File: src/hdl/wdc_pkg.sv
/*
 * Shared constants for the waveform configuration register bank:
 * register offsets, reset values, field positions and datapath widths.
 * Assumes a single converter clock domain and 16-bit register words.
 */
package wdc_pkg;

  // Register offsets on the synchronous register port
  localparam logic [15:0] ADDR_WAVE   = 16'h0027;
  localparam logic [15:0] ADDR_CONST  = 16'h0031;
  localparam logic [15:0] ADDR_GAIN   = 16'h0035;
  localparam logic [15:0] ADDR_SAW    = 16'h0037;
  localparam logic [15:0] ADDR_TWH    = 16'h003E;
  localparam logic [15:0] ADDR_TWL    = 16'h003F;
  localparam logic [15:0] ADDR_PHASE  = 16'h0043;
  localparam logic [15:0] ADDR_TRIG   = 16'h0044;
  localparam logic [15:0] ADDR_SYNTH  = 16'h0045;
  localparam logic [15:0] ADDR_MERGE  = 16'h0047;

  // Reset values
  localparam logic [15:0] RST_WAVE    = 16'h0101;
  localparam logic [15:0] RST_CONST   = 16'h0000;
  localparam logic [15:0] RST_GAIN    = 16'h0000;
  localparam logic [15:0] RST_SAW     = 16'h0104;
  localparam logic [15:0] RST_TWH     = 16'h0000;
  localparam logic [15:0] RST_TWL     = 16'h0000;
  localparam logic [15:0] RST_PHASE   = 16'h0000;
  localparam logic [15:0] RST_TRIG    = 16'h0000;
  localparam logic [15:0] RST_SYNTH   = 16'h0000;
  localparam logic [15:0] RST_MERGE   = 16'h0000;

  // Field positions
  localparam int CONST_MSB   = 15;
  localparam int CONST_LSB   = 4;
  localparam int GAIN_MSB    = 15;
  localparam int GAIN_LSB    = 4;
  localparam int STEP_MSB    = 7;
  localparam int STEP_LSB    = 2;
  localparam int SHAPE_MSB   = 1;
  localparam int SHAPE_LSB   = 0;
  localparam int TWL_MSB     = 15;
  localparam int TWL_LSB     = 8;
  localparam int BWSEL_MSB   = 5;
  localparam int BWSEL_LSB   = 4;
  localparam int SHIFT_MSB   = 4;
  localparam int SHIFT_LSB   = 0;
  localparam int DLY_FIRST_BIT  = 1;
  localparam int COS_BIT        = 3;
  localparam int ADDR_MSB_BIT   = 2;
  localparam int PHASE_MEM_BIT  = 1;
  localparam int TW_MEM_BIT     = 0;

  // Datapath widths and scaling
  localparam int SAMPLE_W  = 14;
  localparam int TW_W      = 24;
  localparam int PH_W      = 16;
  localparam int MEM_W     = 14;
  localparam int GAIN_W    = 12;
  localparam int GAIN_FRAC = 10;
  localparam logic [4:0]  MERGE_MAX   = 5'h10;
  localparam logic [13:0] LFSR_SEED   = 14'h0001;
  localparam logic [13:0] LFSR_TAPS   = 14'h2A00;
  localparam logic [13:0] RAMP_MID    = 14'h2000;
  localparam logic [13:0] RAMP_TOP    = 14'h3FFF;
  localparam logic [15:0] COS_SHIFT   = 16'h4000;
  localparam logic [15:0] HALF_TURN   = 16'h8000;

  typedef enum logic [1:0] {
    WDC_WAVE_CONST,
    WDC_WAVE_RAMP,
    WDC_WAVE_NOISE,
    WDC_WAVE_SYNTH
  } wdc_wave_t;

  typedef enum logic [1:0] {
    WDC_SHAPE_UP,
    WDC_SHAPE_DOWN,
    WDC_SHAPE_TRI,
    WDC_SHAPE_ZERO
  } wdc_shape_t;

endpackage

File: src/hdl/wdc_ramp.sv
/*
 * Sawtooth generator: rising, falling or triangle ramp, or zero.
 * Assumes step and shape come from registers in the same clock domain.
 */
`timescale 1ns/1ns
module wdc_ramp (
  input  wire logic                          CLK,
  input  wire logic                          RESET,
  input  wire logic [5:0]                    step,
  input  wire logic [1:0]                    shape,
  output wire logic signed [wdc_pkg::SAMPLE_W-1:0] level_out
);
  typedef struct packed {
    logic [5:0]  hold;
    logic [13:0] level;
    logic        down;
    logic [13:0] out;
  } wdc_ramp_t;

  wdc_ramp_t st;
  wdc_ramp_t next_st;

  always_comb begin
    next_st = st;
    // A step of zero would stall the ramp, so it acts as one
    if ((st.hold + 6'h01 >= step) || (step == 6'h00)) begin
      next_st.hold = 6'h00;
      case (wdc_pkg::wdc_shape_t'(shape))
        wdc_pkg::WDC_SHAPE_UP: next_st.level = st.level + 14'h0001;
        wdc_pkg::WDC_SHAPE_DOWN: next_st.level = st.level - 14'h0001;
        wdc_pkg::WDC_SHAPE_TRI: begin
          if (st.down) begin
            next_st.level = st.level - 14'h0001;
            if (st.level == 14'h0001) next_st.down = 1'b0;
          end else begin
            next_st.level = st.level + 14'h0001;
            if (st.level == wdc_pkg::RAMP_TOP - 14'h0001) next_st.down = 1'b1;
          end
        end
        default: next_st.level = 14'h0000;
      endcase
    end else begin
      next_st.hold = st.hold + 6'h01;
    end
    // Offset binary to two's complement around mid-scale
    if (shape == 2'h3) next_st.out = 14'h0000;
    else next_st.out = st.level ^ wdc_pkg::RAMP_MID;
  end

  always_ff @(posedge CLK) begin
    if (RESET) st <= '0;
    else st <= next_st;
  end

  assign level_out = signed'(st.out);
endmodule

File: src/hdl/wdc_dds.sv
/*
 * Phase accumulator and sine/cosine shaper.
 * Assumes tuning word and offset are already selected and registered.
 * The shaper is a parabolic approximation, not a lookup table: cheap,
 * but with harmonic content well above a true table.
 */
`timescale 1ns/1ns
module wdc_dds (
  input  wire logic                              CLK,
  input  wire logic                              RESET,
  input  wire logic [wdc_pkg::TW_W-1:0]          tuning_word,
  input  wire logic [wdc_pkg::PH_W-1:0]          phase_offset,
  input  wire logic                              cosine_select,
  output wire logic signed [wdc_pkg::SAMPLE_W-1:0] wave_out,
  output wire logic                              phase_msb
);
  typedef struct packed {
    logic [23:0] acc;
    logic [13:0] out;
  } wdc_dds_t;

  wdc_dds_t    st;
  wdc_dds_t    next_st;
  logic [15:0] phase;
  logic [14:0] x;
  logic [29:0] prod;
  logic [13:0] mag;

  always_comb begin
    next_st = st;
    next_st.acc = st.acc + tuning_word;
    phase = st.acc[23:8] + phase_offset;
    if (cosine_select) phase = phase + wdc_pkg::COS_SHIFT;
    x = phase[14:0];
    prod = 30'(x) * (30'(wdc_pkg::HALF_TURN) - 30'(x));
    // Parabola peaks one code above full scale, so clip it there
    if (prod[29:15] > 15'h1FFF) mag = 14'h1FFF;
    else mag = prod[28:15];
    next_st.out = phase[15] ? 14'(-mag) : mag;
  end

  always_ff @(posedge CLK) begin
    if (RESET) st <= '0;
    else st <= next_st;
  end

  assign wave_out  = signed'(st.out);
  assign phase_msb = st.acc[23];
endmodule

File: src/hdl/wdc_top.sv
/*
 * Waveform generator configuration bank with its output datapath:
 * constant, sawtooth, pseudorandom and synthesizer sources, digital gain,
 * tuning word and phase offset selection, address counter advance.
 * Assumes a simple synchronous register port and pattern memory data
 * presented on MEM_DATA in the same converter clock domain.
 */
`timescale 1ns/1ns

// Functional notes
// - 12-bit constant value, resets to zero
// - Signed 12-bit gain scales samples, range two
// - Ramp holds each level for step samples
// - Shape: up, down, triangle, zero
// - Upper sixteen tuning bits, reset zero
// - Lowest eight tuning bits in upper byte
// - Phase offset from memory or register
// - Tuning word from registers or merged memory
// - Control bit three selects cosine output
// - Address counter on clock or phase MSB
// - Start delay repeats or first pattern only
// - Builtin selector: constant, ramp, noise, synthesizer
// - Shift places memory word in tuning word
module wdc_top (
  input  wire logic        CLK,
  input  wire logic        RESET,
  input  wire logic        REG_WE,
  input  wire logic        REG_RE,
  input  wire logic [15:0] REG_ADDR,
  input  wire logic [15:0] REG_WDATA,
  output wire logic [15:0] REG_RDATA,
  input  wire logic [13:0] MEM_DATA,
  output wire logic [13:0] SAMPLE_OUT,
  output wire logic        ADDR_ADVANCE,
  output wire logic        DELAY_FIRST_ONLY,
  output wire logic [23:0] TUNING_WORD
);
  typedef struct packed {
    logic [15:0] wave_cfg;
    logic [15:0] const_val;
    logic [15:0] gain;
    logic [15:0] saw_cfg;
    logic [15:0] tw_high;
    logic [15:0] tw_low;
    logic [15:0] phase_off;
    logic [15:0] trig_cfg;
    logic [15:0] synth_cfg;
    logic [15:0] merge_cfg;
    logic [15:0] rdata;
    logic [13:0] lfsr;
    logic        msb_d;
    logic        advance;
    logic        delay_first;
    logic [23:0] tw_eff;
    logic [15:0] ph_eff;
    logic [13:0] sample;
  } wdc_top_t;

  wdc_top_t st;
  wdc_top_t next_st;

  logic signed [13:0] ramp_level;
  logic signed [13:0] dds_level;
  logic               dds_msb;

  logic [23:0]        tw_regs;
  logic [23:0]        tw_merged;
  logic [23:0]        keep_mask;
  logic [4:0]         shift;
  logic signed [13:0] src;
  logic signed [11:0] gain_factor_field;
  logic signed [25:0] scaled_full;
  logic signed [15:0] scaled;

  wdc_ramp u_ramp (
    .CLK       (CLK),
    .RESET     (RESET),
    .step      (st.saw_cfg[wdc_pkg::STEP_MSB:wdc_pkg::STEP_LSB]),
    .shape     (st.saw_cfg[wdc_pkg::SHAPE_MSB:wdc_pkg::SHAPE_LSB]),
    .level_out (ramp_level)
  );

  wdc_dds u_dds (
    .CLK           (CLK),
    .RESET         (RESET),
    .tuning_word   (st.tw_eff),
    .phase_offset  (st.ph_eff),
    .cosine_select (st.synth_cfg[wdc_pkg::COS_BIT]),
    .wave_out      (dds_level),
    .phase_msb     (dds_msb)
  );

  always_comb begin
    next_st = st;

    // Register writes take effect on the next edge
    if (REG_WE) begin
      case (REG_ADDR)
        wdc_pkg::ADDR_WAVE:  next_st.wave_cfg  = REG_WDATA;
        wdc_pkg::ADDR_CONST: next_st.const_val = REG_WDATA;
        wdc_pkg::ADDR_GAIN:  next_st.gain      = REG_WDATA;
        wdc_pkg::ADDR_SAW:   next_st.saw_cfg   = REG_WDATA;
        wdc_pkg::ADDR_TWH:   next_st.tw_high   = REG_WDATA;
        wdc_pkg::ADDR_TWL:   next_st.tw_low    = REG_WDATA;
        wdc_pkg::ADDR_PHASE: next_st.phase_off = REG_WDATA;
        wdc_pkg::ADDR_TRIG:  next_st.trig_cfg  = REG_WDATA;
        wdc_pkg::ADDR_SYNTH: next_st.synth_cfg = REG_WDATA;
        wdc_pkg::ADDR_MERGE: next_st.merge_cfg = REG_WDATA;
        default: ;
      endcase
    end

    // Read data is captured one edge after the request; a read in the
    // same cycle as a write to that address returns the old value.
    if (REG_RE) begin
      case (REG_ADDR)
        wdc_pkg::ADDR_WAVE:  next_st.rdata = st.wave_cfg;
        wdc_pkg::ADDR_CONST: next_st.rdata = st.const_val;
        wdc_pkg::ADDR_GAIN:  next_st.rdata = st.gain;
        wdc_pkg::ADDR_SAW:   next_st.rdata = st.saw_cfg;
        wdc_pkg::ADDR_TWH:   next_st.rdata = st.tw_high;
        wdc_pkg::ADDR_TWL:   next_st.rdata = st.tw_low;
        wdc_pkg::ADDR_PHASE: next_st.rdata = st.phase_off;
        wdc_pkg::ADDR_TRIG:  next_st.rdata = st.trig_cfg;
        wdc_pkg::ADDR_SYNTH: next_st.rdata = st.synth_cfg;
        wdc_pkg::ADDR_MERGE: next_st.rdata = st.merge_cfg;
        default:             next_st.rdata = 16'h0000;
      endcase
    end

    // Tuning word assembly
    tw_regs = {st.tw_high, st.tw_low[wdc_pkg::TWL_MSB:wdc_pkg::TWL_LSB]};
    shift = st.merge_cfg[wdc_pkg::SHIFT_MSB:wdc_pkg::SHIFT_LSB];
    // Reserved shift codes clamp to the largest valid one
    if (shift > wdc_pkg::MERGE_MAX) shift = wdc_pkg::MERGE_MAX;
    keep_mask = ~(24'hFFFFFF >> shift);
    tw_merged = ({MEM_DATA, 10'h000} >> shift) | (tw_regs & keep_mask);
    if (st.synth_cfg[wdc_pkg::TW_MEM_BIT]) next_st.tw_eff = tw_merged;
    else next_st.tw_eff = tw_regs;

    // Phase offset source; memory words fill the top of the offset
    if (st.synth_cfg[wdc_pkg::PHASE_MEM_BIT]) begin
      next_st.ph_eff = {MEM_DATA, 2'h0};
    end else begin
      next_st.ph_eff = st.phase_off;
    end

    // Address counter advance source
    next_st.msb_d = dds_msb;
    if (st.synth_cfg[wdc_pkg::ADDR_MSB_BIT]) begin
      next_st.advance = dds_msb & ~st.msb_d;
    end else begin
      next_st.advance = 1'b1;
    end

    next_st.delay_first = st.trig_cfg[wdc_pkg::DLY_FIRST_BIT];

    // Pseudorandom source, Galois form
    if (st.lfsr[0]) next_st.lfsr = (st.lfsr >> 1) ^ wdc_pkg::LFSR_TAPS;
    else next_st.lfsr = st.lfsr >> 1;

    // Builtin waveform select
    case (wdc_pkg::wdc_wave_t'(st.wave_cfg[wdc_pkg::BWSEL_MSB:wdc_pkg::BWSEL_LSB]))
      wdc_pkg::WDC_WAVE_CONST:
        src = signed'({st.const_val[wdc_pkg::CONST_MSB:wdc_pkg::CONST_LSB], 2'h0});
      wdc_pkg::WDC_WAVE_RAMP:  src = ramp_level;
      wdc_pkg::WDC_WAVE_NOISE: src = signed'(st.lfsr);
      wdc_pkg::WDC_WAVE_SYNTH: src = dds_level;
      default:                 src = 14'sh0000;
    endcase

    // Gain in two integer bits and ten fraction bits, so 0x400 is unity
    gain_factor_field = signed'(st.gain[wdc_pkg::GAIN_MSB:wdc_pkg::GAIN_LSB]);
    scaled_full = src * gain_factor_field;
    scaled = 16'(scaled_full >>> wdc_pkg::GAIN_FRAC);
    // Saturate rather than wrap so a gain near two cannot flip the sign
    if (scaled > 16'sh1FFF) next_st.sample = 14'h1FFF;
    else if (scaled < -16'sh2000) next_st.sample = 14'h2000;
    else next_st.sample = scaled[13:0];
  end

  always_ff @(posedge CLK) begin
    if (RESET) begin
      st <= '0;
      st.wave_cfg  <= wdc_pkg::RST_WAVE;
      st.const_val <= wdc_pkg::RST_CONST;
      st.gain      <= wdc_pkg::RST_GAIN;
      st.saw_cfg   <= wdc_pkg::RST_SAW;
      st.tw_high   <= wdc_pkg::RST_TWH;
      st.tw_low    <= wdc_pkg::RST_TWL;
      st.phase_off <= wdc_pkg::RST_PHASE;
      st.trig_cfg  <= wdc_pkg::RST_TRIG;
      st.synth_cfg <= wdc_pkg::RST_SYNTH;
      st.merge_cfg <= wdc_pkg::RST_MERGE;
      st.lfsr      <= wdc_pkg::LFSR_SEED;
    end else begin
      st <= next_st;
    end
  end

  assign REG_RDATA        = st.rdata;
  assign SAMPLE_OUT       = st.sample;
  assign ADDR_ADVANCE     = st.advance;
  assign DELAY_FIRST_ONLY = st.delay_first;
  assign TUNING_WORD      = st.tw_eff;
endmodule

File: config.mk
export PLATFORM = sky130hd
export DESIGN_NAME = wdc_top
export DESIGN_NICKNAME = d
export VERILOG_FILES = /design/src/hdl/wdc_pkg.sv /design/src/hdl/wdc_ramp.sv /design/src/hdl/wdc_dds.sv /design/src/hdl/wdc_top.sv
export SDC_FILE = /design/constraint.sdc
export NUM_CORES = 2
export LEC_CHECK = 0
export BUFFER_PORTS_ARGS = -buffer_cell sky130_fd_sc_hd__clkbuf_2
export CAP_MARGIN = 20
export CORE_UTILIZATION = 50
export CTS_BUF_LIST = sky130_fd_sc_hd__clkbuf_4 sky130_fd_sc_hd__clkbuf_8 sky130_fd_sc_hd__clkbuf_16
export CTS_CLUSTER_DIAMETER = 80
export DETAILED_ROUTE_END_ITERATION = 16
export GPL_TIMING_DRIVEN = 0
export PLACE_DENSITY = 0.75
export SLEW_MARGIN = 20
export SYNTH_ARGS = -nofsm -noshare
export SYNTH_HDL_FRONTEND = slang
export SYNTH_SLANG_ARGS = --single-unit
File: constraint.sdc
create_clock -name CLK -period 13.7 [get_ports CLK]
set_clock_uncertainty 0.2 [all_clocks]
set_input_delay 0.685 -clock CLK [delete_from_list [all_inputs] [get_ports CLK]]
set_output_delay 0.685 -clock CLK [all_outputs]
set_load 0.01 [all_outputs]
==> impl_metrics.py <==
metrics = {
    "grt": {
        "grt_usage_pct": 28.40,
        "grt_pass1_vias": 24490,
        "grt_pass1_wl_um": 133000,
        "antenna_found_initial": 1,
        "grt_max_degree": 15,
        "grt-ovfl-total": 0,
    },
    "power_and_ir_drop": {
        "p_switching_uw": 509.5,
        "internal_power_uw": 1560,
        "p_clk_share_pct": 49.4,
        "seq_power_share_pct": 45.4,
        "vdd_drop_max_mv": 0.09893,
        "switching_share_pct": 24.62,
        "p_per_area_nw_per_um2": 64.56,
        "leakage_uw": 0.01441,
        "combPwrFrac_pct": 5.2,
    },
    "place": {
        "globalplace.congestion": 0.9742,
        "io_buffers": 87,
        "numPlacedInstances": 4329,
        "dp_hpwl_um": 66260,
    },
    "synth": {
        "yosys.area.top_type_share_pct": 22.86,
        "ys_warn_count": 0,
        "ys_seq_area_share_pct": 21.84,
        "synth_edf_count": 0,
        "synthCells": 3464,
        "synthFlopType": "dfxtp_1",
        "post_synth.cell_area_avg_sq_um": 8.467,
        "yosysMostFrequentCell": "nand2_1",
        "synthesis.area_sq_um": 29330,
        "synth.area.top_cells": "fa_1 (23%), dfxtp_1 (22%), ha_1 (8.8%), nand2_1 (6.2%), inv_1 (5.3%)",
        "synth_area_leader_cell": "fa_1",
        "yosys-top-cells-count": "nand2_1 (482), inv_1 (418), fa_1 (335), dfxtp_1 (320), a21oi_1 (264)",
        "synth_async_sr_flop_share_pct": 0,
        "ys_ff_latch": 320,
        "synth_cell_types": 76,
    },
    "final_layout": {
        "layout-drive-gt1-share_pct": 7.137,
        "nets": 4195,
        "n_fill_cell": 5303,
        "fin_util_pct": 55.45,
        "syn2layout_area_growth_pct": 9.274,
        "layout.cells.non_filler": 4395,
    },
    "worst_setup_path": {
        "arrival_ns": 12.29,
        "worst_path_largest_cell_delay_ns": 0.87,
        "cp-end-kind": "flop",
        "critPathLaunchType": "flop",
        "startpoint": "st[14]",
        "crit_slowest_cell": "xnor2_1",
        "rr_startpoint": "st[14]",
        "critPathMaxFanout": 10,
        "critPathKind": "flop to flop",
        "crit_required_ns": 13.95,
    },
    "clock_tree": {
        "root_buffer": "clkbuf_16",
        "hold_buffers": 0,
        "cts_tree": "yes",
        "ctsHtreeMaxLevel": 2,
        "clk_path_buf_depth": 3,
        "clk_pin_slew_ns": 0.06,
        "clock_latency_ns": 0.56,
        "cts.sinks": 320,
        "cts_resized": 0,
        "cts_setup_buffers": 0,
        "numCtsBuffers": 37,
    },
    "sta": {
        "rsz0062_at_grt": "no",
        "timing_hold_violations_final": 0,
        "report.final.slew_viol_count": 0,
        "finalSetupViolations": 0,
        "timing.final.crit_period_ns": 12.04,
        "max_freq_mhz": 83.07,
        "tightest_slew_ns": 1.230,
        "slew_headroom_pct": 17.31,
        "finalCritPeriodShare_pct": 87.87,
        "final.setup.tns_ns": 0,
    },
    "detailed_routing": {
        "drtIter0Drc": 2293,
        "wl_um": 83200,
        "drc": 0,
        "firstDrtPassIters": 8,
        "routedWlPerCell_um": 18.93,
        "vias": 24750,
        "detail-route-antenna-nets": 0,
        "drt-vias-per-instance": 5.632,
    },
    "flow_run": {
        "maxCapViolations": 0,
    },
    "floorplan": {
        "die_area_sq_um": 59630,
        "dieHeight_um": 244.2,
        "core_sq_um": 57810,
        "pin_count": 106,
        "dieWidth_um": 244.2,
        "start_util_pct": 50.74,
        "num_rows": 88,
    },
    "outcome": {
        "status": "finished clean",
    },
    "hold_path": {
        "min_path_type": "flop to flop",
        "hp-start": "st[130]",
    },
}
[layout by cell type, fill, tap and decap left out, drive strengths merged, types with 19 or more instances in the layout]
| cell | Yosys | routed |
|---|---|---|
| mux2i | 48 | 48 |
| nor2 | 230 | 230 |
| buf | 67 | 68 |
| a22o | 22 | 22 |
| a31oi | 21 | 21 |
| a222oi | 19 | 19 |
| xnor2 | 45 | 45 |
| nand2 | 482 | 482 |
| nand2b | 118 | 118 |
| inv | 420 | 426 |
| nor2b | 52 | 52 |
| a221oi | 25 | 25 |
| a21oi | 264 | 264 |
| nor3 | 42 | 42 |
| xor2 | 33 | 33 |
| and3 | 29 | 29 |
| a211oi | 24 | 24 |
| and2 | 89 | 89 |
| dfxtp | 320 | 320 |
| clkbuf | 177 | 309 |
| o21ai | 85 | 85 |
| ha | 207 | 207 |
| fa | 335 | 335 |
| a21o | 34 | 34 |
| nand3 | 66 | 66 |
[power by group through the flow]
stage          Sequential [uW]  Combinational, uW  Clock [uW]
2_1_floorplan              959               62.7           0
3_3_place_gp               960                103           0
3_5_place_dp               961                103           0
4_1_cts                    940                104        1030
5_1_grt                    940                116        1070
6_report                   940                107        1020
[worst max-delay path: cells and delay by family, from the launching register on]
kind	cells	cell delay, ns
AND/OR/NAND/NOR	9	1.59
AO/OA/AOI/OAI	10	2.78
flip-flops	1	0.34
adder cells (fa/ha/maj)	11	4.74
buffers and inverters	10	1.40
XOR/XNOR	1	0.87
[state kept, by name (all words and copies together), names as in the netlist, 12 cells and up]
| signal | count |
|---|---|
| TUNING_WORD | 24 |
| u_ramp.st | 21 |
| u_dds.wave_out | 14 |
| u_dds.st | 23 |
| REG_RDATA | 16 |
| SAMPLE_OUT | 14 |
| st | 178 |
| gain_factor_field | 12 |
| u_ramp.level_out | 14 |
[final timing paths]
check,slack [ns],cells after the start,to
setup / recovery,1.66,41,u_dds.wave_out[10]
hold / removal,0.25,2,st[130]
setup reg to reg,1.66,41,u_dds.wave_out[10]
hold reg to reg,0.25,2,st[130]
[per-layer routing]
metal | part of all wire, % | routed length [um] | global-route usage, % | vias to the layer above
li1 | - | - | - | 11530
met1 | 40 | 33500 | 36.68 | 11980
met2 | 46 | 38330 | 45.86 | 1008
met3 | 7.5 | 6279 | 3.720 | 228
met4 | 6.1 | 5089 | 16.23 | 0
met5 | 0 | 0 | 0 | -
[layout make-up]
| class | instances | area [sq um] | share of cell area (%) |
|---|---|---|---|
| buffer | 244 | 1121 | 3.498 |
| timing repair buffer | 88 | 442.9 | 1.382 |
| multi-input combinational | 2491 | 20290 | 63.32 |
| clock inverter | 20 | 229.0 | 0.7144 |
| clock buffer | 45 | 1017 | 3.174 |
| tap | 765 | 957.2 | 2.986 |
| antenna | 1 | 2.502 | 0.007808 |
| sequential | 320 | 6406 | 19.99 |
| inverter | 421 | 1580 | 4.931 |
[per-stage QoR]
stage | power, uW | setup WS, ns | area [sq um] | hold WS [ns]
4_1_cts | 2071 | 1.795 | 32040 | 0.2513
6_report | 2069 | 1.662 | 32050 | 0.2516
3_3_place_gp | 1064 | 1.944 | 30770 | 0.2374
3_5_place_dp | 1064 | 1.840 | 30790 | 0.2434
2_1_floorplan | 1021 | 3.770 | 29380 | 0.2175
5_1_grt | 2121 | 0.9083 | 32050 | 0.2737
[logic make-up after synthesis]
| family | Yosys count | share of synthesized area [%] |
|---|---|---|
| other | 2 | 0.02560 |
| multiplexers | 65 | 2.751 |
| flip-flops | 320 | 21.84 |
| adder cells (fa/ha/maj) | 542 | 31.70 |
| AO/OA/AOI/OAI | 602 | 13.04 |
| AND/OR/NAND/NOR | 1189 | 19.03 |
| XOR/XNOR | 79 | 2.406 |
| buffers and inverters | 665 | 9.210 |
No activity file was read; power rests on OpenSTA's default activity.
